## src/verilog/sbsf_pkg.sv

```systemverilog
// Constants, state types and register map of the SPI rate and flag block.
// Assumes a 32-bit APB slave port; each register one aligned word.
`default_nettype none

package sbsf_pkg;

    // ------------------------------------------------------------------
    // Register map (byte addresses)
    // ------------------------------------------------------------------
    localparam logic [7:0] OFF_CONTROL_ONE = 8'h00;
    localparam logic [7:0] OFF_CONTROL_TWO = 8'h04;
    localparam logic [7:0] OFF_BIT_RATE = 8'h08;
    localparam logic [7:0] OFF_FLAGS = 8'h0C;
    localparam logic [7:0] OFF_DATA_PORT = 8'h14;

    // ------------------------------------------------------------------
    // Field positions and masks
    // ------------------------------------------------------------------
    localparam int BIT_SYSTEM_ENABLE = 6;
    localparam int BIT_TX_IRQ_ENABLE = 5;
    localparam int BIT_MASTER_SELECT = 4;
    localparam int BIT_SELECT_OE = 1;
    localparam int BIT_FAULT_DETECT = 4;
    localparam int BIT_RX_FULL = 7;
    localparam int BIT_TX_EMPTY = 5;
    localparam int BIT_MASTER_FAULT = 4;
    localparam int PRESCALE_MSB = 6;
    localparam int PRESCALE_LSB = 4;
    localparam int RATE_MSB = 2;
    localparam int RATE_LSB = 0;
    localparam logic [7:0] MASK_BIT_RATE = 8'h77;
    localparam logic [7:0] MASK_CONTROL_TWO = 8'h1B;

    // ------------------------------------------------------------------
    // Reset values and limits
    // ------------------------------------------------------------------
    localparam logic [7:0] RST_CONTROL_ONE = 8'h04;
    localparam logic [7:0] RST_CONTROL_TWO = 8'h00;
    localparam logic [7:0] RST_BIT_RATE = 8'h00;
    localparam logic [3:0] LAST_EDGE = 4'hF;
    localparam int IDLE_RELOAD_CYCLES = 2;

    typedef enum logic [1:0] {
        ST_IDLE = 2'b00,
        ST_SHIFT = 2'b01
    } sbsf_mode_e;

    typedef struct packed {
        sbsf_mode_e st;
        logic [7:0] ctl1;
        logic [7:0] ctl2;
        logic [7:0] baud;
        logic [2:0] pre_cnt;
        logic [6:0] rate_cnt;
        logic [3:0] edge_cnt;
        logic [7:0] shift;
        logic sample;
        logic [7:0] tx_buf;
        logic tx_full;
        logic [7:0] rx_buf;
        logic rx_full;
        logic fault;
        logic tx_armed;
        logic rx_armed;
        logic fault_armed;
        logic miso_m;
        logic miso_s;
        logic ss_m;
        logic ss_s;
        logic sck;
        logic mosi;
        logic ss_out_n;
        logic irq;
        logic pready;
        logic pslverr;
        logic [31:0] prdata;
    } sbsf_state_s;

endpackage : sbsf_pkg

`default_nettype wire

```

## src/verilog/sbsf_top.sv

```systemverilog
// SPI master bit-rate generator, status flags and APB register file.
// Assumes APB master on CLK_I; MISO and slave select are asynchronous.
`timescale 1ns/1ps
`default_nettype none

// Function
// - prescale code n divides by n+1
// - prescaler runs from bus clock, feeds divider
// - rate code n divides by 2^(n+1)
// - rate divider output clocks master bits
// - bit rate register accessible any time
// - unused flag bits read zero, writes ignored
// - transfer end sets receive full flag
// - flag read then data read clears
// - transmit empty while buffer has room
// - flag read then data write clears
// - data write without armed read ignored
// - interrupt when empty flag and enable
// - buffer to shifter move sets empty
// - idle write reloads empty within two cycles
// - queued byte loads when shifting ends
// - nothing queued: flag stays, no load
// - master with select low sets fault
// - fault only when master, enabled, no output
// - fault read then control write clears
// - disable halts, empties buffers, keeps mode fault flag
// - master starts transfer when shifter free
// - unread receive byte keeps, new dropped
module sbsf_top #(
    parameter int SYNC_STAGES = 2
) (
    // Clock and reset
    input wire logic CLK_I,
    input wire logic RESET_I,
    // APB slave
    input wire logic PSEL_I,
    input wire logic PENABLE_I,
    input wire logic PWRITE_I,
    input wire logic [7:0] PADDR_I,
    input wire logic [31:0] PWDATA_I,
    output logic PREADY_O,
    output logic PSLVERR_O,
    output logic [31:0] PRDATA_O,
    // SPI pins
    input wire logic MISO_I,
    input wire logic SS_N_I,
    output logic SCK_O,
    output logic MOSI_O,
    output logic SS_N_O,
    // CPU interrupt request
    output logic IRQ_O
);

    // ------------------------------------------------------------------
    // Elaboration check
    // ------------------------------------------------------------------
    if (SYNC_STAGES != 2)
    begin : g_bad_sync
        $error("SYNC_STAGES must be 2");
    end

    // ------------------------------------------------------------------
    // Helpers
    // ------------------------------------------------------------------
    // Half bit period in prescaled ticks, minus one
    function automatic logic [6:0] half_limit(input logic [2:0] code);
        logic [7:0] v;
        v = (8'h01 << code) - 8'h01;
        return v[6:0];
    endfunction : half_limit

    function automatic logic is_reg(input logic [7:0] a);
        return a == sbsf_pkg::OFF_CONTROL_ONE
            || a == sbsf_pkg::OFF_CONTROL_TWO
            || a == sbsf_pkg::OFF_BIT_RATE
            || a == sbsf_pkg::OFF_FLAGS
            || a == sbsf_pkg::OFF_DATA_PORT;
    endfunction : is_reg

    sbsf_pkg::sbsf_state_s s;
    sbsf_pkg::sbsf_state_s n;

    logic enable;
    logic master;
    logic fault_gate;
    logic busy;
    logic pre_tick;
    logic half_tick;
    logic done;
    logic acc;
    logic wr;
    logic rd;
    logic data_wr_ok;
    logic load;
    logic [7:0] flags;
    logic [7:0] rx_byte;
    logic fault_hit;

    // ------------------------------------------------------------------
    // Next state
    // ------------------------------------------------------------------
    always_comb
    begin
        n = s;
        enable = s.ctl1[sbsf_pkg::BIT_SYSTEM_ENABLE];
        master = s.ctl1[sbsf_pkg::BIT_MASTER_SELECT];
        fault_gate = master
            && s.ctl2[sbsf_pkg::BIT_FAULT_DETECT]
            && !s.ctl1[sbsf_pkg::BIT_SELECT_OE];
        busy = s.st == sbsf_pkg::ST_SHIFT;
        fault_hit = enable && fault_gate && !s.ss_s;
        acc = PSEL_I && PENABLE_I && s.pready;
        wr = acc && PWRITE_I;
        rd = acc && !PWRITE_I;
        rx_byte = {s.shift[6:0], s.sample};

        // Synchronisers
        n.miso_m = MISO_I;
        n.miso_s = s.miso_m;
        n.ss_m = SS_N_I;
        n.ss_s = s.ss_m;

        // Prescaler on bus clock, feeding the rate divider
        pre_tick = s.pre_cnt
            == s.baud[sbsf_pkg::PRESCALE_MSB:sbsf_pkg::PRESCALE_LSB];
        half_tick = pre_tick
            && s.rate_cnt == half_limit(
                s.baud[sbsf_pkg::RATE_MSB:sbsf_pkg::RATE_LSB]);
        n.pre_cnt = pre_tick ? 3'h0 : s.pre_cnt + 3'h1;
        if (pre_tick)
        begin
            n.rate_cnt = half_tick ? 7'h00 : s.rate_cnt + 7'h01;
        end
        // Counters parked while idle so every byte starts on phase
        if (!busy)
        begin
            n.pre_cnt = 3'h0;
            n.rate_cnt = 7'h00;
        end

        // Shifter: mode 0, MSB first; rise samples, fall shifts
        done = busy && half_tick && s.edge_cnt == sbsf_pkg::LAST_EDGE;
        if (busy && half_tick)
        begin
            n.sck = !s.sck;
            n.edge_cnt = s.edge_cnt + 4'h1;
            if (!s.edge_cnt[0])
            begin
                n.sample = s.miso_s;
            end
            else
            begin
                n.shift = rx_byte;
                n.mosi = s.shift[6];
            end
        end
        if (done)
        begin
            n.st = sbsf_pkg::ST_IDLE;
            n.sck = 1'b0;
            n.ss_out_n = 1'b1;
            if (!s.rx_full)
            begin
                n.rx_buf = rx_byte;
            end
            n.rx_full = 1'b1;
        end

        // Start: shifter free and a byte queued
        load = !busy && s.tx_full && enable && master;
        if (load)
        begin
            n.st = sbsf_pkg::ST_SHIFT;
            n.shift = s.tx_buf;
            n.mosi = s.tx_buf[7];
            n.edge_cnt = 4'h0;
            n.sck = 1'b0;
            n.tx_full = 1'b0;
            n.ss_out_n = !(master
                && s.ctl2[sbsf_pkg::BIT_FAULT_DETECT]
                && s.ctl1[sbsf_pkg::BIT_SELECT_OE]);
        end

        // APB answer: one wait state, then ready
        flags = 8'h00;
        flags[sbsf_pkg::BIT_RX_FULL] = s.rx_full;
        flags[sbsf_pkg::BIT_TX_EMPTY] = !s.tx_full;
        flags[sbsf_pkg::BIT_MASTER_FAULT] = s.fault;
        n.pready = PSEL_I && PENABLE_I && !s.pready;
        n.pslverr = PSEL_I && PENABLE_I && !s.pready && !is_reg(PADDR_I);
        n.prdata = 32'h0000_0000;
        if (PSEL_I && PENABLE_I && !s.pready && !PWRITE_I)
        begin
            case (PADDR_I)
                sbsf_pkg::OFF_CONTROL_ONE: n.prdata[7:0] = s.ctl1;
                sbsf_pkg::OFF_CONTROL_TWO: n.prdata[7:0] = s.ctl2;
                sbsf_pkg::OFF_BIT_RATE: n.prdata[7:0] = s.baud;
                sbsf_pkg::OFF_FLAGS: n.prdata[7:0] = flags;
                sbsf_pkg::OFF_DATA_PORT: n.prdata[7:0] = s.rx_buf;
                default: n.prdata = 32'h0000_0000;
            endcase
        end

        // Flag reads arm the clears with the value software saw
        if (rd && PADDR_I == sbsf_pkg::OFF_FLAGS)
        begin
            n.rx_armed = s.prdata[sbsf_pkg::BIT_RX_FULL];
            n.tx_armed = s.prdata[sbsf_pkg::BIT_TX_EMPTY];
            n.fault_armed = s.prdata[sbsf_pkg::BIT_MASTER_FAULT];
        end
        if (rd && PADDR_I == sbsf_pkg::OFF_DATA_PORT)
        begin
            n.rx_armed = 1'b0;
            if (s.rx_armed && !done)
            begin
                n.rx_full = 1'b0;
            end
        end

        // Register writes
        data_wr_ok = wr && PADDR_I == sbsf_pkg::OFF_DATA_PORT
            && s.tx_armed && !s.tx_full;
        if (wr)
        begin
            case (PADDR_I)
                sbsf_pkg::OFF_CONTROL_ONE:
                begin
                    n.ctl1 = PWDATA_I[7:0];
                    if (s.fault_armed)
                    begin
                        n.fault = 1'b0;
                        n.fault_armed = 1'b0;
                    end
                end
                sbsf_pkg::OFF_CONTROL_TWO:
                    n.ctl2 = PWDATA_I[7:0] & sbsf_pkg::MASK_CONTROL_TWO;
                sbsf_pkg::OFF_BIT_RATE:
                    n.baud = PWDATA_I[7:0] & sbsf_pkg::MASK_BIT_RATE;
                sbsf_pkg::OFF_DATA_PORT:
                    n.tx_armed = 1'b0;
                default: n.tx_armed = s.tx_armed;
            endcase
        end
        if (data_wr_ok)
        begin
            n.tx_buf = PWDATA_I[7:0];
            n.tx_full = 1'b1;
        end

        // Mode fault: set wins over the clear above
        if (fault_hit)
        begin
            n.fault = 1'b1;
        end

        // Disable: halt and restore empty buffers
        if (!enable)
        begin
            n.st = sbsf_pkg::ST_IDLE;
            n.tx_full = 1'b0;
            n.rx_full = 1'b0;
            n.tx_armed = 1'b0;
            n.rx_armed = 1'b0;
            n.sck = 1'b0;
            n.ss_out_n = 1'b1;
            n.edge_cnt = 4'h0;
        end

        n.irq = !n.tx_full && n.ctl1[sbsf_pkg::BIT_TX_IRQ_ENABLE];
    end

    // ------------------------------------------------------------------
    // State register
    // ------------------------------------------------------------------
    always_ff @(posedge CLK_I or posedge RESET_I)
    begin
        if (RESET_I)
        begin
            s <= '0;
            s.ctl1 <= sbsf_pkg::RST_CONTROL_ONE;
            s.ctl2 <= sbsf_pkg::RST_CONTROL_TWO;
            s.baud <= sbsf_pkg::RST_BIT_RATE;
            s.miso_m <= 1'b0;
            s.ss_m <= 1'b1;
            s.ss_s <= 1'b1;
            s.ss_out_n <= 1'b1;
        end
        else
        begin
            s <= n;
        end
    end

    assign PREADY_O = s.pready;
    assign PSLVERR_O = s.pslverr;
    assign PRDATA_O = s.prdata;
    assign SCK_O = s.sck;
    assign MOSI_O = s.mosi;
    assign SS_N_O = s.ss_out_n;
    assign IRQ_O = s.irq;
endmodule : sbsf_top

`default_nettype wire

```

## config.mk

```make
export PLATFORM = sky130hd
export DESIGN_NAME = sbsf_top
export DESIGN_NICKNAME = d
export VERILOG_FILES = /design/src/verilog/sbsf_pkg.sv /design/src/verilog/sbsf_top.sv
export SDC_FILE = /design/constraint.sdc
export NUM_CORES = 1
export LEC_CHECK = 0
export ABC_AREA = 1
export ABC_CLOCK_PERIOD_IN_PS = 5500
export BUFFER_PORTS_ARGS = -buffer_cell sky130_fd_sc_hd__buf_2
export CAP_MARGIN = 0
export CORE_MARGIN = 2
export CORE_UTILIZATION = 47
export CTS_CLUSTER_DIAMETER = 50
export DETAILED_ROUTE_END_ITERATION = 10
export PLACE_DENSITY_LB_ADDON = 0.15
export SYNTH_ARGS = -nofsm -noshare
export SYNTH_HDL_FRONTEND = slang
export SYNTH_SLANG_ARGS = --single-unit
```

## constraint.sdc

```tcl
create_clock -name CLK_I -period 5.5 [get_ports CLK_I]
set_input_delay 1.1 -clock CLK_I [delete_from_list [all_inputs] [get_ports CLK_I]]
set_output_delay 1.1 -clock CLK_I [all_outputs]
set_load 0.01 [all_outputs]
```

# Yosys cells after proc, flatten, opt, wreduce, memory -nomap -nowiden
# Cells that the tools add are included.
[word_totals] ff_bits=106 inputBits=47 output_inout_bits=38 elab_cells=147
[op_classes] addsub=4 eq_ne=14 shift=1 mux=43 n_bitwise=2 n_reduce_logical=54
[ops] operator="8-bit one-hot mux with 5 select lines" n=1
[ops] operator="1-bit logical AND" n=25
[ops] operator="22-bit two-way mux" n=1
[ops] operator="7-bit two-way mux" n=3
[ops] operator="1-bit two-way mux" n=20
[ops] operator="8-bit by 4-bit equality test with 1-bit output, second input constant" n=2
[ops] operator="8-bit two-way mux" n=2
[ops] operator="13-bit two-way mux" n=1
[ops] operator="12-bit two-way mux" n=1
[ops] operator="2-bit two-way mux" n=6
[ops] operator="2-bit AND reduction" n=6
[ops] operator="1-bit zero test" n=11
[ops] operator="10-bit two-way mux" n=1
[ops] operator="2-bit nonzero test" n=5
[ops] operator="3-bit two-way mux" n=3
[ops] operator="3-bit by 1-bit != test with 1-bit output, second input constant" n=3
[ops] operator="8-bit by 3-bit equality test with 1-bit output, second input constant" n=1
[ops] operator="8-bit by 5-bit equality test with 1-bit output, second input constant" n=1
[ops] operator="8-bit zero test" n=1
[ops] operator="7-bit by 1-bit adder with 7-bit output, second input constant" n=1
[ops] operator="7-bit equality test" n=1
[ops] operator="1-bit by 3-bit << shifter with 7-bit output, first input constant" n=1
[ops] operator="7-bit by 1-bit subtractor with 7-bit output, second input constant" n=1
[ops] operator="6-bit two-way mux" n=1
[ops] operator="other kinds (15)" n=19

# Longest topological paths before layout
[depth] depth_word=11 mapped_depth=13 ltp_nobuf=12

# Least setup slack after synthesis
# OpenSTA, ideal clock, no wires.
[synth_path] path_type="input to register" start="input port PADDR_I[1]" end="register s[56] (netlist bit)" arrival_time_ns=2.239 setup_slack_ns=3.139 path_stages=9 n_path_buf=1 cell_sequence="nor2_1 > nand3_1 > nor2_2 > inv_2 > nor2_2 > nand3_2 > buf_2 > nand2_1 > o21ai_1"
[synth_between] elab_chain_cells=4
[synth_rtl] item="start, declared" line_no="sbsf_top.sv:39" text="input wire logic [7:0] PADDR_I,"
[synth_rtl] item="8-bit by 5-bit equality test with 1-bit output" line_no="sbsf_top.sv:221" text="data_wr_ok = wr && PADDR_I == sbsf_pkg::OFF_DATA_PORT"
[synth_rtl] item="1-bit logical AND" line_no="sbsf_top.sv:221"
[synth_rtl] item="1-bit logical AND (2 in a row)" line_no="sbsf_top.sv:222" text="&& s.tx_armed && !s.tx_full;"
[synth_rtl] item="end signal, assigned" line_no="sbsf_top.sv:290" text="s <= n;"
[synth_rtl] item="end, declared" line_no="sbsf_top.sv:80" text="sbsf_pkg::sbsf_state_s s;"
# Every way passes these cells.
# A chain may end at the register's enable or synchronous reset.

==> run_results.csv <==
group,metric,value,unit
routing,dr_total_vias,3340,
routing,ant_nets,0,
layout,post-route-util,51.80,%
global_route,antenna_found_initial,0,
power,cellPowerDensity,239.5,nW/um^2
clock_tree,clock_sinks,81,
routing,wire_per_inst,14.05,um
worst_setup_path,crit_buf_inv,4,
power,p_leak,2.347,nW
worst_setup_path,reg2reg_depth,6,
run_status,status,"complete, no violations",
clock_tree,tritoncts,"yes",
worst_setup_path,startpoint,"PADDR_I[1]",
logic_synthesis,yosysTopAreaCell,"dfrtp_1",
clock_tree,root_buffer,"clkbuf_8",
global_route,overflow,0,
worst_hold_path,min_path_cells,0,
worst_setup_path,critical_path_depth,9,
clock_tree,path_clk_slew,0.09,ns
global_route,grt_pass1_vias,3174,
routing,post_drt_via_cell_ratio,5.015,
worst_setup_path,path_delay_family,"simple AND/OR/NAND/NOR gates",
logic_synthesis,synthTopCellsByArea,"dfrtp_1 (46%), nand2_1 (14%), buf_4 (5.7%)",
worst_setup_path,endpoint,"s[108]",
clock_tree,hold_buffers,0,
logic_synthesis,synthDistinctLibCells,37,
die,core,8678,um^2
job,cap_violations,0,
global_route,grt_usage,20.22,%
placement,gp_congestion,0.8756,
worst_setup_path,cp-start-kind,"input port",
layout,antenna_cells,0,
worst_setup_path,reg2reg_to,"IRQ_O",
timing,hold_violations,0,
clock_tree,postCtsSetupBuffers,0,
worst_setup_path,crit_arrival,2.77,ns
timing,clock_skew,0.01030,ns
timing,worstMarginPinSlew,0.7209,ns
worst_hold_path,hold_class,"reg2reg",
worst_setup_path,cp_slowest_cell,"o21ai_0",
logic_synthesis,synth_top_area_share,46.01,%
logic_synthesis,ys_seq_area_share,48.52,%
global_route,grt_max_degree,43,
worst_setup_path,crit_fanout,16,
timing,setup_viol,0,
logic_synthesis,ys_ff_latch,81,
logic_synthesis,ys_warn_count,0,
worst_setup_path,ff2ff_setup_slack,3.01,ns
power,ir_drop,119.4,uV
global_route,grt_pass1_wl,15.53,mm
clock_tree,cts_buffer_depth,2,
worst_setup_path,crit_path_max_incr_delay,0.39,ns
routing,drt-initial-drc-count,163,
die,die_w,98.40,um
die,dieArea,9682,um^2
worst_setup_path,critical_path_class,"in2reg",
timing,drv_slew,0,
clock_tree,insertion_delay,0.36,ns
die,ioPinCount,85,
timing,min_period,2.524,ns
timing,rsz0062_at_grt,"no",
timing,slew_headroom,51.76,%
layout,final_layout_size_suffix_gt1_share,14.34,%
placement,portBuffers,36,
die,die_y,98.40,um
die,rows,34,
worst_setup_path,worstSetupEndpointType,"flop",
clock_tree,cts_max_level,3,
worst_setup_path,r2r-start,"s[111]",
worst_setup_path,path_cells,"buf_2, nor2_1, inv_1, nor2_1, nand3_1, inv_2, nand2_1, o21ai_0, inv_1",
layout,mostFrequentLayoutCells,"nand2_1 (157), dfrtp_1 (77), inv_1 (47)",
layout,final_nets,603,
die,initial_core_util,48.26,%
clock_tree,cts-resized-gates,0,
timing,setup_tns,0,ns
logic_synthesis,synth.cell_area,4188,um^2
routing,drt_pass1_iterations,4,
timing,max_freq,396.1,MHz
layout,area_delta_synth_final,7.350,%
worst_setup_path,critPathRequiredTime,5.74,ns
layout,layout_commonest_cell,"nand2_1",
placement,post-dp-hpwl,6.841,mm
clock_tree,cts_made_buffers,9,
logic_synthesis,syn_avg_cell_area,7.992,um^2
timing,finalCritPeriodShare,45.90,%
routing,finalWirelength,9.356,mm
routing,drc_errors,0,
logic_synthesis,synth_cells,524,
-- through the flow --
stage	std cells	hold slack, ns	cell area [um^2]	power, W	setup slack [ns]
global route	666	0.3629	4496	0.001115	2.827
floorplan	547	0.3312	4274	0.0006501	2.327
CTS	666	0.3553	4496	0.001087	2.990
detailed placement	650	0.3364	4303	0.0006557	2.622
finish	666	0.3537	4496	0.001077	2.976
global placement	650	0.3331	4303	0.0006551	2.639
-- kinds of logic after synthesis --
family                   synth area share (%)
AO/OA/AOI/OAI                           7.051
AND/OR/NAND/NOR                         30.09
flip-flops                              48.52
buffers and inverters                   12.10
adder cells (fa/ha/maj)                0.8964
other                                 0.08955
XOR/XNOR                                1.255
-- power breakdown --
part,internal (W),switching (W),total (W)
combinational,0.00000980,0.0000331,0.0000429
clock,0.000209,0.000225,0.000434
sequential,0.000599,0.00000161,0.000600
-- final cells by class --
cell class | count | area [um^2]
Sequential cell | 81 | 2032
Inverter | 56 | 212.7
Clock buffer | 9 | 123.9
Clock inverter | 7 | 68.82
Fill cell | 875 | 4183
Timing Repair Buffer | 37 | 187.7
Multi-Input combinational cell | 368 | 1735
Tap cell | 108 | 135.1
-- layer usage --
metal,vias to the layer above,wire length [um],global-route usage [%]
met2,78,4277,31.45
li1,1687,-,-
met3,11,386,3.293
met5,-,0,0
met1,1564,4559,29.20
met4,0,131,6.322
-- how the worst min path moves through the flow --
stage	start	endpoint	slack, ns
final	n[40]	s[40]	0.35
after global routing	n[40]	s[40]	0.36
after CTS	n[40]	s[40]	0.36
after detailed placement	n[40]	s[40]	0.34
after global placement	n[40]	s[40]	0.33
after floorplan	n[40]	s[40]	0.33
-- synth_stat cells (all sizes together) --
| master | n |
|---|---|
| dfstp | 4 |
| xor2 | 4 |
| or2 | 1 |
| inv | 54 |
| o221ai | 1 |
| o21ai | 40 |
| nand2 | 161 |
| ha | 3 |
| a21boi | 1 |
| a32o | 1 |
| nor2 | 46 |
| nand3 | 40 |
| buf | 36 |
| a31oi | 1 |
| nor3 | 7 |
| a21oi | 11 |
| dfrtp | 77 |
| xnor2 | 2 |
| clkbuf | 6 |
| conb | 1 |
| clkinv | 2 |
| o211ai | 1 |
| nand4 | 24 |
-- sequential cells by signal (all words and copies together), names as in the netlist --
signal / flops
n: 2
MOSI_O: 1
PREADY_O: 1
SCK_O: 1
rx_byte: 8
master: 1
enable: 1
PRDATA_O: 8
IRQ_O: 1
SS_N_O: 1
PSLVERR_O: 1
s: 53
flags: 2
Note: power is estimated with default switching activity, not from simulation.
